$ cat config.mk
export PLATFORM = sky130hd
export DESIGN_NAME = pio_top
export DESIGN_NICKNAME = d
export VERILOG_FILES = /design/src/pio_pkg.sv /design/src/pio_sync.sv /design/src/pio_top.sv
export SDC_FILE = /design/constraint.sdc
export NUM_CORES = 1
export LEC_CHECK = 0
export ABC_CLOCK_PERIOD_IN_PS = 6100
export BUFFER_PORTS_ARGS = -buffer_cell sky130_fd_sc_hd__buf_2
export CORE_AREA = 8 8 152 154
export DETAILED_ROUTE_END_ITERATION = 6
export DIE_AREA = 0 0 160 162
export HOLD_SLACK_MARGIN = 0.12
export PLACE_DENSITY = 0.84
export SYNTH_ARGS = -nofsm -noshare
export SYNTH_HDL_FRONTEND = slang
export SYNTH_SLANG_ARGS = --single-unit
$ cat constraint.sdc
create_clock -name aclk -period 6.1 [get_ports aclk]
set_clock_uncertainty 0.1 [all_clocks]
set_input_delay 0 -clock aclk [delete_from_list [all_inputs] [get_ports aclk]]
set_output_delay 0 -clock aclk [all_outputs]
set_load 0.05 [all_outputs]
$ cat src/pio_pkg.sv
// packed io status words: register map, field layout and encodings
// assumes a 32-bit axi4-lite slave with 16-bit byte addresses
package pio_pkg;

  ////////////////////////////////////////////////////////////////////////////
  // bus geometry
  localparam int unsigned ADDR_W = 16;
  localparam int unsigned DATA_W = 32;
  localparam int unsigned STRB_W = 4;

  ////////////////////////////////////////////////////////////////////////////
  // register indices; the byte address is four times the index
  localparam logic [11:0] IDX_FRONT_INPUT_LEVELS    = 12'h83B;
  localparam logic [11:0] IDX_TERMINAL_INPUT_LEVELS = 12'h83C;
  localparam logic [11:0] IDX_FRONT_OUTPUT_DRIVE    = 12'h83D;
  localparam logic [11:0] IDX_TERMINAL_OUTPUT_DRIVE = 12'h83E;
  localparam logic [11:0] IDX_FRONT_FAULT_FLAGS     = 12'h83F;
  localparam logic [11:0] IDX_TERMINAL_LV_FAULT     = 12'h840;
  localparam logic [11:0] IDX_FRONT_OUTPUT_SOURCE   = 12'h841;
  localparam logic [11:0] IDX_TERMINAL_OUTPUT_SOURCE = 12'h842;
  localparam logic [11:0] IDX_IRQ_STATUS            = 12'h843;
  localparam logic [11:0] IDX_IRQ_MASK              = 12'h844;

  ////////////////////////////////////////////////////////////////////////////
  // field widths and positions
  localparam int unsigned FRONT_IN_W     = 8;
  localparam int unsigned TERM_IN_W      = 28;
  localparam int unsigned TERM_24V_W     = 16;
  localparam int unsigned TERM_5V_LSB    = 16;
  localparam int unsigned FRONT_OUT_W    = 2;
  localparam int unsigned TERM_OUT_W     = 12;
  localparam int unsigned FRONT_OPEN_W   = 2;
  localparam int unsigned TERM_OPEN_W    = 12;
  localparam int unsigned TERM_OPEN_LSB  = 16;
  localparam int unsigned FAULT_SUM_BIT  = 31;
  localparam int unsigned SYNC_W         = FRONT_IN_W + TERM_IN_W + 1 + FRONT_OPEN_W + 1
                                           + TERM_OPEN_W;

  ////////////////////////////////////////////////////////////////////////////
  // interrupt status and mask layout
  localparam int unsigned IRQ_W          = 4;
  localparam int unsigned IRQ_FRONT_FLT  = 0;
  localparam int unsigned IRQ_TERM_FLT   = 1;
  localparam int unsigned IRQ_FRONT_IN   = 2;
  localparam int unsigned IRQ_TERM_IN    = 3;

  ////////////////////////////////////////////////////////////////////////////
  // reset values
  localparam logic [FRONT_OUT_W-1:0] FRONT_OUT_RST = 2'h0;
  localparam logic [TERM_OUT_W-1:0]  TERM_OUT_RST  = 12'h000;
  localparam logic [IRQ_W-1:0]       IRQ_MASK_RST  = 4'h0;
  localparam logic [DATA_W-1:0]      RDATA_RST     = 32'h0000_0000;

  ////////////////////////////////////////////////////////////////////////////
  // responses and channel states
  localparam logic [1:0] RESP_OKAY   = 2'h0;
  localparam logic [1:0] RESP_SLVERR = 2'h2;

  typedef enum logic [2:0] {
    WR_IDLE   = 3'b001,
    WR_ACCEPT = 3'b010,
    WR_RESP   = 3'b100
  } pio_wr_state_t;

  typedef enum logic [2:0] {
    RD_IDLE   = 3'b001,
    RD_ACCEPT = 3'b010,
    RD_DATA   = 3'b100
  } pio_rd_state_t;

endpackage : pio_pkg

$ cat src/pio_sync.sv
// three-flop input synchroniser with agreement filter
// assumes din is asynchronous to aclk
`timescale 1ns/10ps
module pio_sync #(
  parameter int unsigned WIDTH = 1
) (
  input  wire logic             aclk,
  input  wire logic             aresetn,
  input  wire logic [WIDTH-1:0] din,
  output logic      [WIDTH-1:0] dout
);

  logic [WIDTH-1:0] s1_q;
  logic [WIDTH-1:0] s2_q;
  logic [WIDTH-1:0] s3_q;
  logic [WIDTH-1:0] out_q;

  ////////////////////////////////////////////////////////////////////////////
  // s1 feeds s2 only; a bit counts once s2 and s3 agree
  always_ff @(posedge aclk) begin
    if (!aresetn) begin
      s1_q  <= '0;
      s2_q  <= '0;
      s3_q  <= '0;
      out_q <= '0;
    end else begin
      s1_q  <= din;
      s2_q  <= s1_q;
      s3_q  <= s2_q;
      out_q <= (s2_q & s3_q) | (~(s2_q ^ s3_q) & s3_q) | ((s2_q ^ s3_q) & out_q);
    end
  end

  assign dout = out_q;

endmodule : pio_sync

$ cat src/pio_top.sv
// packed io status words behind an axi4-lite slave
// assumes field pins are asynchronous and cam-switch drives are on aclk
//
// Decided for this implementation: the AXI4-Lite slave port.
`timescale 1ns/10ps

module pio_top (
  input  wire logic                                 aclk,
  input  wire logic                                 aresetn,
  input  wire logic [pio_pkg::ADDR_W-1:0]           s_axi_awaddr,
  input  wire logic [2:0]                           s_axi_awprot,
  input  wire logic                                 s_axi_awvalid,
  output logic                                      s_axi_awready,
  input  wire logic [pio_pkg::DATA_W-1:0]           s_axi_wdata,
  input  wire logic [pio_pkg::STRB_W-1:0]           s_axi_wstrb,
  input  wire logic                                 s_axi_wvalid,
  output logic                                      s_axi_wready,
  output logic [1:0]                                s_axi_bresp,
  output logic                                      s_axi_bvalid,
  input  wire logic                                 s_axi_bready,
  input  wire logic [pio_pkg::ADDR_W-1:0]           s_axi_araddr,
  input  wire logic [2:0]                           s_axi_arprot,
  input  wire logic                                 s_axi_arvalid,
  output logic                                      s_axi_arready,
  output logic [pio_pkg::DATA_W-1:0]                s_axi_rdata,
  output logic [1:0]                                s_axi_rresp,
  output logic                                      s_axi_rvalid,
  input  wire logic                                 s_axi_rready,
  input  wire logic [pio_pkg::FRONT_IN_W-1:0]       front_panel_points_in,
  input  wire logic [pio_pkg::TERM_IN_W-1:0]        remote_fiber_terminal_in,
  input  wire logic                                 front_panel_points_overcurrent,
  input  wire logic [pio_pkg::FRONT_OPEN_W-1:0]     front_panel_points_open_wire,
  input  wire logic                                 remote_fiber_terminal_enc_power_fault,
  input  wire logic [pio_pkg::TERM_OPEN_W-1:0]      remote_fiber_terminal_open_wire,
  input  wire logic [pio_pkg::FRONT_OUT_W-1:0]      front_panel_points_cam,
  input  wire logic [pio_pkg::TERM_OUT_W-1:0]       remote_fiber_terminal_cam,
  output logic [pio_pkg::FRONT_OUT_W-1:0]           front_panel_points_out,
  output logic [pio_pkg::TERM_OUT_W-1:0]            remote_fiber_terminal_out,
  output logic                                      irq
);

  ////////////////////////////////////////////////////////////////////////////
  // helpers

  function automatic logic addr_hit(input logic [pio_pkg::ADDR_W-1:0] addr,
                                    input logic [11:0]                idx);
    addr_hit = (addr[pio_pkg::ADDR_W-1:2] == {2'b00, idx});
  endfunction : addr_hit

  // byte-lane merge, then keep only the implemented bits
  function automatic logic [31:0] wr_merge(input logic [31:0] old,
                                           input logic [31:0] data,
                                           input logic [3:0]  strb,
                                           input logic [31:0] keep);
    logic [31:0] m;
    m = old;
    for (int i = 0; i < 4; i++) begin
      if (strb[i]) begin
        m[i*8 +: 8] = data[i*8 +: 8];
      end
    end
    wr_merge = m & keep;
  endfunction : wr_merge

  ////////////////////////////////////////////////////////////////////////////
  // field inputs through the synchroniser

  logic [pio_pkg::SYNC_W-1:0]       raw_bus;
  logic [pio_pkg::SYNC_W-1:0]       sync_bus;
  logic [pio_pkg::FRONT_IN_W-1:0]   fp_in_s;
  logic [pio_pkg::TERM_IN_W-1:0]    term_in_s;
  logic                             fp_oc_s;
  logic [pio_pkg::FRONT_OPEN_W-1:0] fp_ow_s;
  logic                             term_enc_s;
  logic [pio_pkg::TERM_OPEN_W-1:0]  term_ow_s;

  assign raw_bus = {front_panel_points_in, remote_fiber_terminal_in,
                    front_panel_points_overcurrent, front_panel_points_open_wire,
                    remote_fiber_terminal_enc_power_fault, remote_fiber_terminal_open_wire};

  pio_sync #(
    .WIDTH (pio_pkg::SYNC_W)
  ) u_sync (
    .aclk    (aclk),
    .aresetn (aresetn),
    .din     (raw_bus),
    .dout    (sync_bus)
  );

  assign {fp_in_s, term_in_s, fp_oc_s, fp_ow_s, term_enc_s, term_ow_s} = sync_bus;

  ////////////////////////////////////////////////////////////////////////////
  // state

  pio_pkg::pio_wr_state_t            wr_state_q;
  pio_pkg::pio_wr_state_t            wr_state_d;
  pio_pkg::pio_rd_state_t            rd_state_q;
  pio_pkg::pio_rd_state_t            rd_state_d;
  logic [1:0]                        bresp_q;
  logic [31:0]                       rdata_q;
  logic [1:0]                        rresp_q;
  logic [pio_pkg::FRONT_OUT_W-1:0]   fp_drive_q;
  logic [pio_pkg::TERM_OUT_W-1:0]    term_drive_q;
  logic [pio_pkg::FRONT_OUT_W-1:0]   fp_src_q;
  logic [pio_pkg::TERM_OUT_W-1:0]    term_src_q;
  logic [pio_pkg::FRONT_OUT_W-1:0]   fp_out_q;
  logic [pio_pkg::TERM_OUT_W-1:0]    term_out_q;
  logic [pio_pkg::IRQ_W-1:0]         irq_stat_q;
  logic [pio_pkg::IRQ_W-1:0]         irq_stat_d;
  logic [pio_pkg::IRQ_W-1:0]         irq_mask_q;
  logic                              irq_q;
  logic [31:0]                       fp_flt_prev_q;
  logic [31:0]                       term_flt_prev_q;
  logic [pio_pkg::FRONT_IN_W-1:0]    fp_in_prev_q;
  logic [pio_pkg::TERM_IN_W-1:0]     term_in_prev_q;

  ////////////////////////////////////////////////////////////////////////////
  // word assembly

  logic [31:0] front_in_word;
  logic [31:0] term_in_word;
  logic [31:0] front_out_word;
  logic [31:0] term_out_word;
  logic [31:0] front_flt_word;
  logic [31:0] term_flt_word;
  logic [31:0] front_src_word;
  logic [31:0] term_src_word;
  logic [31:0] irq_stat_word;
  logic [31:0] irq_mask_word;

  assign front_in_word  = {{(32-pio_pkg::FRONT_IN_W){1'b0}}, fp_in_s};
  assign term_in_word   = {{(32-pio_pkg::TERM_IN_W){1'b0}}, term_in_s};
  assign front_out_word = {{(32-pio_pkg::FRONT_OUT_W){1'b0}}, fp_drive_q};
  assign term_out_word  = {{(32-pio_pkg::TERM_OUT_W){1'b0}}, term_drive_q};
  assign front_flt_word = {fp_oc_s, {(31-pio_pkg::FRONT_OPEN_W){1'b0}}, fp_ow_s};
  assign term_flt_word  = {term_enc_s,
                           {(pio_pkg::FAULT_SUM_BIT-pio_pkg::TERM_OPEN_LSB
                             -pio_pkg::TERM_OPEN_W){1'b0}},
                           term_ow_s,
                           {pio_pkg::TERM_OPEN_LSB{1'b0}}};
  assign front_src_word = {{(32-pio_pkg::FRONT_OUT_W){1'b0}}, fp_src_q};
  assign term_src_word  = {{(32-pio_pkg::TERM_OUT_W){1'b0}}, term_src_q};
  assign irq_stat_word  = {{(32-pio_pkg::IRQ_W){1'b0}}, irq_stat_q};
  assign irq_mask_word  = {{(32-pio_pkg::IRQ_W){1'b0}}, irq_mask_q};

  ////////////////////////////////////////////////////////////////////////////
  // write channel

  logic wr_fire;
  logic wr_front_out;
  logic wr_term_out;
  logic wr_front_src;
  logic wr_term_src;
  logic wr_mask;
  logic wr_mapped;

  assign wr_fire      = (wr_state_q == pio_pkg::WR_ACCEPT) & s_axi_awvalid & s_axi_wvalid;
  assign wr_front_out = addr_hit(s_axi_awaddr, pio_pkg::IDX_FRONT_OUTPUT_DRIVE);
  assign wr_term_out  = addr_hit(s_axi_awaddr, pio_pkg::IDX_TERMINAL_OUTPUT_DRIVE);
  assign wr_front_src = addr_hit(s_axi_awaddr, pio_pkg::IDX_FRONT_OUTPUT_SOURCE);
  assign wr_term_src  = addr_hit(s_axi_awaddr, pio_pkg::IDX_TERMINAL_OUTPUT_SOURCE);
  assign wr_mask      = addr_hit(s_axi_awaddr, pio_pkg::IDX_IRQ_MASK);
  assign wr_mapped    = wr_front_out | wr_term_out | wr_front_src | wr_term_src | wr_mask
                        | addr_hit(s_axi_awaddr, pio_pkg::IDX_FRONT_INPUT_LEVELS)
                        | addr_hit(s_axi_awaddr, pio_pkg::IDX_TERMINAL_INPUT_LEVELS)
                        | addr_hit(s_axi_awaddr, pio_pkg::IDX_FRONT_FAULT_FLAGS)
                        | addr_hit(s_axi_awaddr, pio_pkg::IDX_TERMINAL_LV_FAULT)
                        | addr_hit(s_axi_awaddr, pio_pkg::IDX_IRQ_STATUS);

  always_comb begin
    case (wr_state_q)
      pio_pkg::WR_IDLE:   wr_state_d = (s_axi_awvalid & s_axi_wvalid) ? pio_pkg::WR_ACCEPT
                                                                      : pio_pkg::WR_IDLE;
      pio_pkg::WR_ACCEPT: wr_state_d = wr_fire ? pio_pkg::WR_RESP : pio_pkg::WR_ACCEPT;
      pio_pkg::WR_RESP:   wr_state_d = s_axi_bready ? pio_pkg::WR_IDLE : pio_pkg::WR_RESP;
      default:            wr_state_d = pio_pkg::WR_IDLE;
    endcase
  end

  always_ff @(posedge aclk) begin
    if (!aresetn) begin
      wr_state_q <= pio_pkg::WR_IDLE;
      bresp_q    <= pio_pkg::RESP_OKAY;
    end else begin
      wr_state_q <= wr_state_d;
      if (wr_fire) begin
        // read-only words accept the write silently; unmapped words get slverr
        bresp_q <= wr_mapped ? pio_pkg::RESP_OKAY : pio_pkg::RESP_SLVERR;
      end
    end
  end

  // reserved bits are masked off on every write
  always_ff @(posedge aclk) begin
    if (!aresetn) begin
      fp_drive_q   <= pio_pkg::FRONT_OUT_RST;
      term_drive_q <= pio_pkg::TERM_OUT_RST;
      fp_src_q     <= pio_pkg::FRONT_OUT_RST;
      term_src_q   <= pio_pkg::TERM_OUT_RST;
      irq_mask_q   <= pio_pkg::IRQ_MASK_RST;
    end else if (wr_fire) begin
      if (wr_front_out) begin
        fp_drive_q <= pio_pkg::FRONT_OUT_W'(wr_merge(front_out_word, s_axi_wdata,
                                                      s_axi_wstrb, 32'h0000_0003));
      end
      if (wr_term_out) begin
        term_drive_q <= pio_pkg::TERM_OUT_W'(wr_merge(term_out_word, s_axi_wdata,
                                                       s_axi_wstrb, 32'h0000_0FFF));
      end
      if (wr_front_src) begin
        fp_src_q <= pio_pkg::FRONT_OUT_W'(wr_merge(front_src_word, s_axi_wdata,
                                                    s_axi_wstrb, 32'h0000_0003));
      end
      if (wr_term_src) begin
        term_src_q <= pio_pkg::TERM_OUT_W'(wr_merge(term_src_word, s_axi_wdata,
                                                     s_axi_wstrb, 32'h0000_0FFF));
      end
      if (wr_mask) begin
        irq_mask_q <= pio_pkg::IRQ_W'(wr_merge(irq_mask_word, s_axi_wdata,
                                                s_axi_wstrb, 32'h0000_000F));
      end
    end
  end

  ////////////////////////////////////////////////////////////////////////////
  // read channel

  logic        rd_fire;
  logic        rd_stat;
  logic        rd_mapped;
  logic [31:0] rd_word;

  assign rd_fire = (rd_state_q == pio_pkg::RD_ACCEPT) & s_axi_arvalid;
  assign rd_stat = addr_hit(s_axi_araddr, pio_pkg::IDX_IRQ_STATUS);
  assign rd_word =
    addr_hit(s_axi_araddr, pio_pkg::IDX_FRONT_INPUT_LEVELS)     ? front_in_word  :
    addr_hit(s_axi_araddr, pio_pkg::IDX_TERMINAL_INPUT_LEVELS)  ? term_in_word   :
    addr_hit(s_axi_araddr, pio_pkg::IDX_FRONT_OUTPUT_DRIVE)     ? front_out_word :
    addr_hit(s_axi_araddr, pio_pkg::IDX_TERMINAL_OUTPUT_DRIVE)  ? term_out_word  :
    addr_hit(s_axi_araddr, pio_pkg::IDX_FRONT_FAULT_FLAGS)      ? front_flt_word :
    addr_hit(s_axi_araddr, pio_pkg::IDX_TERMINAL_LV_FAULT)      ? term_flt_word  :
    addr_hit(s_axi_araddr, pio_pkg::IDX_FRONT_OUTPUT_SOURCE)    ? front_src_word :
    addr_hit(s_axi_araddr, pio_pkg::IDX_TERMINAL_OUTPUT_SOURCE) ? term_src_word  :
    rd_stat                                                     ? irq_stat_word  :
    addr_hit(s_axi_araddr, pio_pkg::IDX_IRQ_MASK)               ? irq_mask_word  :
    pio_pkg::RDATA_RST;
  assign rd_mapped = (rd_word != pio_pkg::RDATA_RST) | rd_stat
                     | ((s_axi_araddr[pio_pkg::ADDR_W-1:2]
                         >= {2'b00, pio_pkg::IDX_FRONT_INPUT_LEVELS})
                        && (s_axi_araddr[pio_pkg::ADDR_W-1:2] <= {2'b00, pio_pkg::IDX_IRQ_MASK}));

  always_comb begin
    case (rd_state_q)
      pio_pkg::RD_IDLE:   rd_state_d = s_axi_arvalid ? pio_pkg::RD_ACCEPT : pio_pkg::RD_IDLE;
      pio_pkg::RD_ACCEPT: rd_state_d = rd_fire ? pio_pkg::RD_DATA : pio_pkg::RD_ACCEPT;
      pio_pkg::RD_DATA:   rd_state_d = s_axi_rready ? pio_pkg::RD_IDLE : pio_pkg::RD_DATA;
      default:            rd_state_d = pio_pkg::RD_IDLE;
    endcase
  end

  always_ff @(posedge aclk) begin
    if (!aresetn) begin
      rd_state_q <= pio_pkg::RD_IDLE;
      rdata_q    <= pio_pkg::RDATA_RST;
      rresp_q    <= pio_pkg::RESP_OKAY;
    end else begin
      rd_state_q <= rd_state_d;
      if (rd_fire) begin
        rdata_q <= rd_word;
        rresp_q <= rd_mapped ? pio_pkg::RESP_OKAY : pio_pkg::RESP_SLVERR;
      end
    end
  end

  ////////////////////////////////////////////////////////////////////////////
  // interrupt events: new fault bits and input changes

  logic [pio_pkg::IRQ_W-1:0] irq_set;
  logic [pio_pkg::IRQ_W-1:0] irq_clr;

  assign irq_set[pio_pkg::IRQ_FRONT_FLT] = |(front_flt_word & ~fp_flt_prev_q);
  assign irq_set[pio_pkg::IRQ_TERM_FLT]  = |(term_flt_word & ~term_flt_prev_q);
  assign irq_set[pio_pkg::IRQ_FRONT_IN]  = |(fp_in_s ^ fp_in_prev_q);
  assign irq_set[pio_pkg::IRQ_TERM_IN]   = |(term_in_s ^ term_in_prev_q);
  assign irq_clr    = {pio_pkg::IRQ_W{rd_fire & rd_stat}};
  // set wins over the read clear
  assign irq_stat_d = (irq_stat_q & ~irq_clr) | irq_set;

  always_ff @(posedge aclk) begin
    if (!aresetn) begin
      irq_stat_q      <= '0;
      irq_q           <= 1'b0;
      fp_flt_prev_q   <= '0;
      term_flt_prev_q <= '0;
      fp_in_prev_q    <= '0;
      term_in_prev_q  <= '0;
    end else begin
      irq_stat_q      <= irq_stat_d;
      irq_q           <= |(irq_stat_d & irq_mask_q);
      fp_flt_prev_q   <= front_flt_word;
      term_flt_prev_q <= term_flt_word;
      fp_in_prev_q    <= fp_in_s;
      term_in_prev_q  <= term_in_s;
    end
  end

  ////////////////////////////////////////////////////////////////////////////
  // output drivers: source-select picks cam switch or written value

  always_ff @(posedge aclk) begin
    if (!aresetn) begin
      fp_out_q   <= pio_pkg::FRONT_OUT_RST;
      term_out_q <= pio_pkg::TERM_OUT_RST;
    end else begin
      fp_out_q   <= (fp_src_q & front_panel_points_cam) | (~fp_src_q & fp_drive_q);
      term_out_q <= (term_src_q & remote_fiber_terminal_cam)
                    | (~term_src_q & term_drive_q);
    end
  end

  ////////////////////////////////////////////////////////////////////////////
  // port drive

  assign s_axi_awready             = wr_state_q[1];
  assign s_axi_wready              = wr_state_q[1];
  assign s_axi_bvalid              = wr_state_q[2];
  assign s_axi_bresp               = bresp_q;
  assign s_axi_arready             = rd_state_q[1];
  assign s_axi_rvalid              = rd_state_q[2];
  assign s_axi_rdata               = rdata_q;
  assign s_axi_rresp               = rresp_q;
  assign front_panel_points_out    = fp_out_q;
  assign remote_fiber_terminal_out = term_out_q;
  assign irq                       = irq_q;

endmodule : pio_top

After elaboration in Yosys (flattened, before gate mapping)
Cells that the tools add are included. Widths: inputs -> output; s select.

Register bits: 401. Input port bits: 147. Output and inout port bits: 56. Logic and storage cells: 129.

Order comparisons: 2. Equality and inequality tests: 26. Mux-type cells: 20. Bitwise gates (word level): 41. Reduce and logical (&&, ||, !) cells: 14.

Operator list (count): $eq 14x12->1 const B (20); $mux 32 (6); $and 52x52->52 (3); $or 52x52->52 (2); $and 32x32->32 (2); $not 32->32 (2); $reduce_or 32->1 (2); $not 52->52 (1); $xor 52x52->52 (1); $reduce_bool 32->1 (1); $reduce_or 28->1 (1); $xor 28x28->28 (1); $and 12x12->12 (2); $mux 12 (2); $reduce_and 3->1 (7); $pmux 3 s3 (2); $ge 14x12->1 const B (1); $le 14x12->1 const B (1); $mux 3 (4); $not 12->12 (1); $or 12x12->12 (1); $or 1x1->1 (11); $and 4x4->4 (2); $mux 2 (4); other kinds (14) (23).

Logic depth before layout (Yosys ltp)
Gate-level depths: netlist (run 1).

Depth after elaboration: 15. Mapped depth: 8. Mapped depth without buffers: 6.

Cells and area by module
From an unflattened synthesis (run 1), not the netlist that was laid out.

Cells, all modules: 1189. Area total of the unflattened synthesis: 12818.5 sq um.

By module, submodules not included: pio_sync (times used 1, cells each 543, area an instance 6819.0 sq um, sequential area each 4164.0 sq um); pio_top (times used 1, cells each 646, area an instance 5999.5 sq um, sequential area each 2802.7 sq um).

Worst setup path before layout (run 1)
OpenSTA, ideal clock, no wires.

Path type: register to register. Start: reg rd_state_q[1]. End: reg irq_q, in the netlist irq. Library setup time: 0.133 ns. Arrival time: 2.182 ns. Required time: 5.867 ns. Slack: 3.685 ns. Stages on the path, launching flop included: 7. Path buffers: 0. Clock period less this slack: 2.415 ns. Path through: dfxtp_1 > nand2b_1 > nand2b_1 > or4_4 > a221o_1 > a222oi_1 > a21oi_1.

Longest elaborated chain between the ends: 8.

RTL lines: start: declaration (RTL line pio_top.sv:97) `pio_pkg::pio_rd_state_t rd_state_q;`; start signal: assignment (RTL line pio_top.sv:263) `rd_state_q <= pio_pkg::RD_IDLE;`; start signal: assignment (RTL line pio_top.sv:267) `rd_state_q <= rd_state_d;`; $eq 3x2->1 (RTL line pio_top.sv:233) `assign rd_fire = (rd_state_q == pio_pkg::RD_ACCEPT) & s_axi_arvalid;`; $and 1x1->1 (RTL line pio_top.sv:233); $and 1x1->1 (RTL line pio_top.sv:285) `assign irq_clr = {pio_pkg::IRQ_W{rd_fire & rd_stat}};`; $not 4->4 (RTL line pio_top.sv:287) `assign irq_stat_d = (irq_stat_q & ~irq_clr) | irq_set;`; $and 4x4->4 (RTL line pio_top.sv:287); $or 4x4->4 (RTL line pio_top.sv:287); $and 4x4->4 (RTL line pio_top.sv:299) `irq_q <= |(irq_stat_d & irq_mask_q);`; $reduce_or 4->1 (RTL line pio_top.sv:299); end signal: assignment (RTL line pio_top.sv:299); end: declaration (RTL line pio_top.sv:111) `logic irq_q;`.

Every way passes these cells. A chain may end at the register's enable or synchronous reset.

Final worst setup path (run 1)
Start: in s_axi_awaddr[12] (netlist bit). End: reg fp_drive_q[1] (netlist bit).

Longest elaborated chain between the ends: 2.

RTL lines: start: declaration (RTL line pio_top.sv:10) `input wire logic [pio_pkg::ADDR_W-1:0] s_axi_awaddr,`; $eq 14x12->1 (RTL line pio_top.sv:47) `addr_hit = (addr[pio_pkg::ADDR_W-1:2] == {2'b00, idx});`; $reduce_and 3->1 (no line); end signal: assignment (RTL line pio_top.sv:196) `fp_drive_q <= pio_pkg::FRONT_OUT_RST;`; end signal: assignment (RTL line pio_top.sv:203) `fp_drive_q <= pio_pkg::FRONT_OUT_W'(wr_merge(front_out_word, s_axi_wdata,`; end: declaration (RTL line pio_top.sv:102) `logic [pio_pkg::FRONT_OUT_W-1:0] fp_drive_q;`.

Every way passes these cells.

==> results.py, run 1 <==
metrics = {
    "logic_synthesis": {
        "synth_seq_cells": 348,
        "ys_types": 64,
        "synth_top_cell_by_area": "dfxtp_1",
        "synth_commonest_cells": "dfxtp_1 (348), and2_1 (207), nor2_1 (138)",
        "synthAdderAreaFrac_pct": 5.32,
        "ys_warn_count": 0,
        "synthCells": 1176,
        "synth_area_mm2": 0.0122,
        "yosys.area_share.simple_pct": 20.7,
        "yosys.area.top_type_share_pct": 56.9,
        "ys.flop_type": "dfxtp_1",
        "synth-xor-area-share_pct": 2.58,
        "synth-edff-count": 0,
        "synth_top_family_by_area": "simple AND/OR/NAND/NOR gates",
        "synth.most_common_cell": "dfxtp_1",
        "seq_area_frac_synth_pct": 56.9,
        "synth.area.mux_share_pct": 4.03,
        "avgSynthCellArea_um2": 10.4,
        "synth-compound-area-share_pct": 7.94,
        "synth_area_leaders": "dfxtp_1 (57%), and2_1 (11%), ha_1 (5.3%)",
        "synthArstFlopShare_pct": 0,
    },
    "critical_path": {
        "max_stage_delay_ns": 0.63,
        "worstPathArrival_ns": 4.03,
        "critical_path_required_ns": 6.45,
        "critPathKind": "in -> reg",
        "cp_cell_sequence": "dlygate4sd3_1 -> buf_2 -> nor4b_1 -> dlygate4sd3_1 -> nand3_1 -> dlygate4sd3_1 -> nor2_1 -> nand3_1 -> dlygate4sd3_1 -> a21oi_1 -> dlygate4sd3_1",
        "r2r_slack_ns": 3.18,
        "reg2regPathDepth": 8,
        "r2r-end": "s_axi_rdata[0]",
        "critical-path-top-delay-family": "buffers and inverters",
        "cpMostUsedCell": "dlygate4sd3_1",
        "startpoint_type": "input port",
        "crit_fanout": 5,
        "endpoint_kind": "register",
        "r2r-start": "u_sync.dout[13]",
        "worst_path_max_delay_cell": "dlygate4sd3_1",
        "path_buf_inv": 6,
    },
    "place": {
        "portBuffers": 165,
        "globalplace.congestion": 0.831,
        "dp.cells": 1566,
        "place_area_mm2": 0.0132,
        "dp_hpwl_um": 18000,
    },
    "sta": {
        "worst_pin_slew_ns": 1.16,
        "fin_setup_tns_ns": 0,
        "period_share_pct": 60.3,
        "drv_slew": 0,
        "final_hold_viol_count": 0,
        "layout_min_cycle_time_ns": 3.68,
        "grt_setup_unrepaired": "false",
        "fmax_mhz": 272,
        "slew_headroom_pct": 22.4,
        "setup_viol": 0,
    },
    "floorplanning": {
        "num_rows": 53,
        "core_mm2": 0.0207,
        "die_area_mm2": 0.0259,
        "ioPinCount": 203,
        "die_y_um": 162,
        "start_util_pct": 59.1,
        "die_x_um": 160,
    },
    "route": {
        "drc": 3,
        "dr.first_iter.drc_count": 784,
        "ant_nets": 0,
        "post_drt_wl_per_cell_um": 17.2,
        "drt-vias-per-instance": 5.34,
        "drt_first_pass_iters": 7,
        "routed_wl_um": 30100,
        "via_count": 9363,
    },
    "min_path": {
        "hold_class": "in -> reg",
        "hold_path_depth": 3,
        "hold_end": "u_sync.s1_q[9]",
        "hold_start": "remote_fiber_terminal_open_wire[9]",
    },
    "clock_tree": {
        "clk_latency_ns": 0.51,
        "cts.htree.levels": 2,
        "post-cts-setup-buffers": 0,
        "cts_buffer_depth": 3,
        "cts_tree": "yes",
        "cts_root_buffer": "clkbuf_16",
        "cts_made_buffers": 34,
        "clock-sinks": 348,
        "clk_pin_slew_ns": 0.07,
    },
    "pwr": {
        "total_power_mw": 4.80,
        "irDropWorstVdd_uv": 193,
        "power.density_mw_per_mm2": 306,
        "leakage_nw": 7.10,
    },
    "grt": {
        "grt-ovfl-total": 0,
        "use_met2_pct": 41.0,
        "groute.layer.met3.usage_pct": 3.90,
        "grt_antenna_before_repair": 1,
        "met1_usage_pct": 25.8,
        "grtUsageTotal_pct": 22.8,
        "first_global_vias": 9507,
        "busiest_layer": "met2",
        "grt_pass1_wl_um": 48400,
        "grt_max_degree": 118,
    },
    "cells_and_area": {
        "instances_no_fill": 1753,
        "nets": 1652,
        "drive_above_1_share_pct": 16.4,
        "area_delta_synth_final_pct": 28.3,
        "postLayoutCellArea_mm2": 0.0157,
        "final_core_util_pct": 75.9,
    },
    "run_status": {
        "status": "complete, but fails checks",
        "violations": "design-rule violations",
    },
    "job": {
        "drv_cap": 0,
    },
}
## logic make-up after synthesis
kind of cell,Yosys count
and+or+nand+nor,465
muxes,49
buffers and inverters,74
adders and majority gates,52
other,1
DFF,348
AOI/OAI and AO/OA,151
xor gates and xnor gates,36
## routing by layer
layer	wire length, um	vias to the layer above	part of all wire (%)
met5	0	-	0
met4	1280	0	4.3
met3	1910	98	6.4
met2	15000	370	50
met1	11900	4358	40
li1	-	4537	-
## layout by cell type, fill, tap and decap left out, drive strengths merged, types with 3 or more instances in the layout
cell type and n:
bufinv 6, a22oi 5, nand2 23, buf 171
nor4 10, clkbuf 42, nor2 138, nand3b 4
xnor2 8, dlygate4sd3 126, nand4 10, clkinv 9
conb 5, nor2b 9, a211oi 8, and2 208
nor4b 4, a222oi 9, inv 14, or4 4
a221oi 13, o31ai 3, clkinvlp 3, nor3 22
xor2 28, o211ai 4, ha 52, nand2b 9
a21oi 77, o21ai 11, dfxtp 348, mux2i 47
nand3 14
## worst max path at each step
| stage | start | end | slack, ns | cells after the start |
|---|---|---|---|---|
| CTS | s_axi_awaddr[12] | fp_drive_q[1] | 2.66 | 11 |
| global placement | s_axi_araddr[11] | s_axi_rdata[7] | 3.43 | 6 |
| detailed placement | s_axi_araddr[11] | s_axi_rdata[7] | 3.35 | 6 |
| floorplan | rd_state_q[1] | irq | 3.69 | 6 |
| finish | s_axi_awaddr[12] | fp_drive_q[1] | 2.42 | 11 |
| global route | s_axi_awaddr[12] | fp_drive_q[1] | 2.29 | 11 |
## final cells by class
type | count | area [um2]
fillers | 1310 | 4980
well taps | 275 | 344
repair buffers | 297 | 2130
inverters | 14 | 55.1
clock inverters | 18 | 248
diodes | 1 | 2.50
flip-flops and latches | 348 | 6970
clock buffers | 42 | 955
multi-input cells | 758 | 5000
## flip-flops by register name, summed over array words and instances (netlist names)
name and count:
wr_state_q 3, fp_flt_prev_q 3, s_axi_rdata 29, s_axi_rresp 1, term_drive_q 12, u_sync.s1_q 52
irq_mask_q 4, remote_fiber_terminal_out 12, fp_src_q 2, rd_state_q 3, fp_in_prev_q 8, u_sync.s3_q 52
term_src_q 12, irq_stat_q 4, u_sync.dout 52, u_sync.s2_q 52, irq 1, fp_drive_q 2
s_axi_bresp 1, front_panel_points_out 2, term_in_prev_q 28, term_flt_prev_q 13
## tightest hold or removal path, delay by kind of cell
kind | cells | cell delay (ns)
simple gates | 1 | 0.10
buf+inv | 2 | 0.60
## power by group
part / switching, mW / internal [mW]
clock network: 0.846 / 1.37
registers: 0.0214 / 2.32
logic: 0.122 / 0.118
total: 0.989 / 3.81
## what timing repair did
action | 4_1_cts | 5_1_grt
endpoints found under the setup margin | 0 | 0
hold endpoints to repair | 165 | 0
hold buffers | 126 | 0
gates resized for setup | 0 | 0
## stage by stage
| step | hold WS, ns | setup WS (ns) |
|---|---|---|
| 2_1_floorplan | 0.0273 | 3.69 |
| 3_3_place_gp | 0.105 | 3.43 |
| 3_5_place_dp | 0.108 | 3.35 |
| 4_1_cts | 0.125 | 2.66 |
| 5_1_grt | 0.139 | 2.29 |
| 6_report | 0.135 | 2.42 |
Power figures use the tool's default switching activity.
==> inputs of run 2 (changes only) <==
==> config.mk (replaced) <==
export PLATFORM = sky130hd
export DESIGN_NAME = pio_top
export DESIGN_NICKNAME = d
export VERILOG_FILES = /design/src/pio_pkg.sv /design/src/pio_sync.sv /design/src/pio_top.sv
export SDC_FILE = /design/constraint.sdc
export NUM_CORES = 1
export LEC_CHECK = 0
export ABC_CLOCK_PERIOD_IN_PS = 3450
export BUFFER_PORTS_ARGS = -buffer_cell sky130_fd_sc_hd__buf_2
export CORE_AREA = 8 8 157 159
export DETAILED_ROUTE_END_ITERATION = 6
export DIE_AREA = 0 0 165 167
export HOLD_SLACK_MARGIN = 0.12
export PLACE_DENSITY = 0.79
export SYNTH_ARGS = -nofsm -noshare
export SYNTH_HDL_FRONTEND = slang
export SYNTH_SLANG_ARGS = --single-unit
==> constraint.sdc (replaced) <==
create_clock -name aclk -period 3.45 [get_ports aclk]
set_clock_uncertainty 0.1 [all_clocks]
set_input_delay 0 -clock aclk [delete_from_list [all_inputs] [get_ports aclk]]
set_output_delay 0 -clock aclk [all_outputs]
set_load 0.05 [all_outputs]
==> run 2 against run 1 <==
Compared with the run above:
- the run still ends with design-rule violations left
- sequential share of layout area is 0.56 points lower
- worst hold slack hardly changed
- die area is 6.3% higher
- largest cell class unchanged
- sequential cell count stayed put
- combinational power is 86% higher
- final cell count is 1.9% higher
- clock power is 69% higher
- non-clock buffer count is 21 higher
- via count is 0.81% lower
- critical path depth stayed put
- power is 74% higher
- critical path type unchanged
==> results.py, run 2 (synthesis gave the netlist of run 1 again) <==
metrics = {
    "pwr": {
        "power.density_mw_per_mm2": 523,
        "leakage_nw": 7.21,
        "irDropWorstVdd_uv": 272,
        "total_power_mw": 8.33,
    },
    "critical_path": {
        "reg2regPathDepth": 9,
        "startpoint_type": "input port",
        "worstPathArrival_ns": 3.68,
        "crit_fanout": 5,
        "r2r-end": "s_axi_rdata[1]",
        "critical_path_required_ns": 3.81,
        "r2r-start": "term_src_q[1]",
        "r2r_slack_ns": 0.48,
        "critPathKind": "in -> reg",
        "endpoint_kind": "register",
    },
    "floorplanning": {
        "num_rows": 55,
        "die_y_um": 167,
        "core_mm2": 0.0222,
        "ioPinCount": 203,
        "die_x_um": 165,
        "die_area_mm2": 0.0276,
        "start_util_pct": 55.1,
    },
    "min_path": {
        "hold_class": "in -> reg",
        "hold_start": "remote_fiber_terminal_in[26]",
        "hold_path_depth": 3,
        "hold_end": "u_sync.s1_q[42]",
    },
    "sta": {
        "fmax_mhz": 301,
        "setup_viol": 0,
        "timing.final.ws_setup_ns": 0.124,
        "period_share_pct": 96.4,
        "layout_min_cycle_time_ns": 3.33,
        "final_hold_viol_count": 0,
        "grt_setup_unrepaired": "false",
        "drv_slew": 0,
        "fin_setup_tns_ns": 0,
        "fin_hold_ws_ns": 0.134,
        "worst_pin_slew_ns": 0.685,
        "slew_headroom_pct": 54.3,
    },
    "clock_tree": {
        "clk_pin_slew_ns": 0.07,
        "cts_tree": "yes",
        "cts_buffer_depth": 3,
        "clock-sinks": 348,
        "cts_made_buffers": 35,
        "cts.htree.levels": 2,
        "cts_root_buffer": "clkbuf_16",
        "clk_latency_ns": 0.51,
    },
    "run_status": {
        "status": "complete, but fails checks",
        "violations": "design-rule violations",
    },
    "cells_and_area": {
        "final_core_util_pct": 71.6,
        "final_common_cell": "dfxtp_1",
        "area_delta_synth_final_pct": 30.0,
        "postLayoutCellArea_mm2": 0.0159,
        "nets": 1674,
        "most-common-layout-cells": "dfxtp_1 (348), and2_1 (207), buf_2 (164)",
        "nFillCells": 1510,
        "instances_no_fill": 1787,
        "drive_above_1_share_pct": 16.6,
        "diodes": 0,
    },
    "route": {
        "drc": 1,
        "drt_first_pass_iters": 7,
        "routed_wl_um": 29000,
        "via_count": 9287,
        "dr.first_iter.drc_count": 673,
        "ant_nets": 0,
        "post_drt_wl_per_cell_um": 16.2,
        "drt-vias-per-instance": 5.20,
    },
    "place": {
        "dp_slack_ns": 1.07,
        "place_area_mm2": 0.0133,
        "portBuffers": 165,
        "globalplace.congestion": 0.866,
        "dp_hpwl_um": 18200,
        "dp.cells": 1578,
    },
    "grt": {
        "grt-ovfl-total": 0,
        "grt_pass1_wl_um": 46500,
        "grtUsageTotal_pct": 20.6,
        "grt_max_degree": 165,
        "grt_antenna_before_repair": 0,
        "first_global_vias": 9331,
    },
    "job": {
        "drv_cap": 0,
    },
}
run 2: changes by cell type in the layout (fill, tap and decap cells not counted), moves of 3 or more:
| cell | before | now |
|---|---|---|
| dlygate4sd3_1 | 126 | 144 |
| clkbuf_8 | 1 | 8 |
| inv_6 | 0 | 3 |
| bufinv_16 | 6 | 2 |
run 2: what timing repair did:
action / 4_1_cts / 5_1_grt
setup buffers: 0 / 1
hold buffers: 146 / 0
setup endpoints to repair: 0 / 13
hold endpoints to repair: 157 / 0
resized for setup: 0 / 4
run 2: routing by layer:
metal | vias to the layer above | wire length [um] | GRT usage, %
met3 | 66 | 1970 | 4.02
li1 | 4576 | - | -
met2 | 303 | 14300 | 35.4
met1 | 4342 | 11900 | 25.0
met4 | 0 | 808 | 7.37
met5 | - | 0 | 0
run 2: critical path, stage by stage:
cell	delay (ns)
dlygate4sd3_1	0.54
buf_2	0.13
nor3_2	0.19
dlygate4sd3_1	0.58
nand3_1	0.08
dlygate4sd3_1	0.64
nor2_4	0.15
nand3_1	0.10
dlygate4sd3_1	0.58
a21oi_1	0.12
dlygate4sd3_1	0.58
run 2: final cells by class:
| class | count | area, um2 | area share [%] |
|---|---|---|---|
| clock inverters | 15 | 143 | 0.897 |
| flip-flops and latches | 348 | 6970 | 43.8 |
| inverters | 14 | 55.1 | 0.346 |
| repair buffers | 318 | 2360 | 14.9 |
| well taps | 285 | 357 | 2.24 |
| multi-input cells | 758 | 5010 | 31.5 |
| clock buffers | 49 | 1010 | 6.34 |
run 2: worst max path at each step:
stage / from / to / cells after the start
after floorplan: rd_state_q[1] / irq / 6
after global placement: s_axi_araddr[11] / s_axi_rresp[1] / 8
after detailed placement: s_axi_araddr[11] / s_axi_rresp[1] / 8
after CTS: s_axi_araddr[5] / s_axi_rdata[1] / 11
after global routing: s_axi_awaddr[11] / fp_src_q[1] / 11
final: s_axi_awaddr[11] / fp_src_q[1] / 11
run 2: power breakdown:
group | leakage, nW | internal [mW] | switching, mW | total (mW)
clock network | 0.573 | 2.21 | 1.53 | 3.74
logic | 3.80 | 0.230 | 0.218 | 0.448
registers | 2.83 | 4.11 | 0.0360 | 4.14
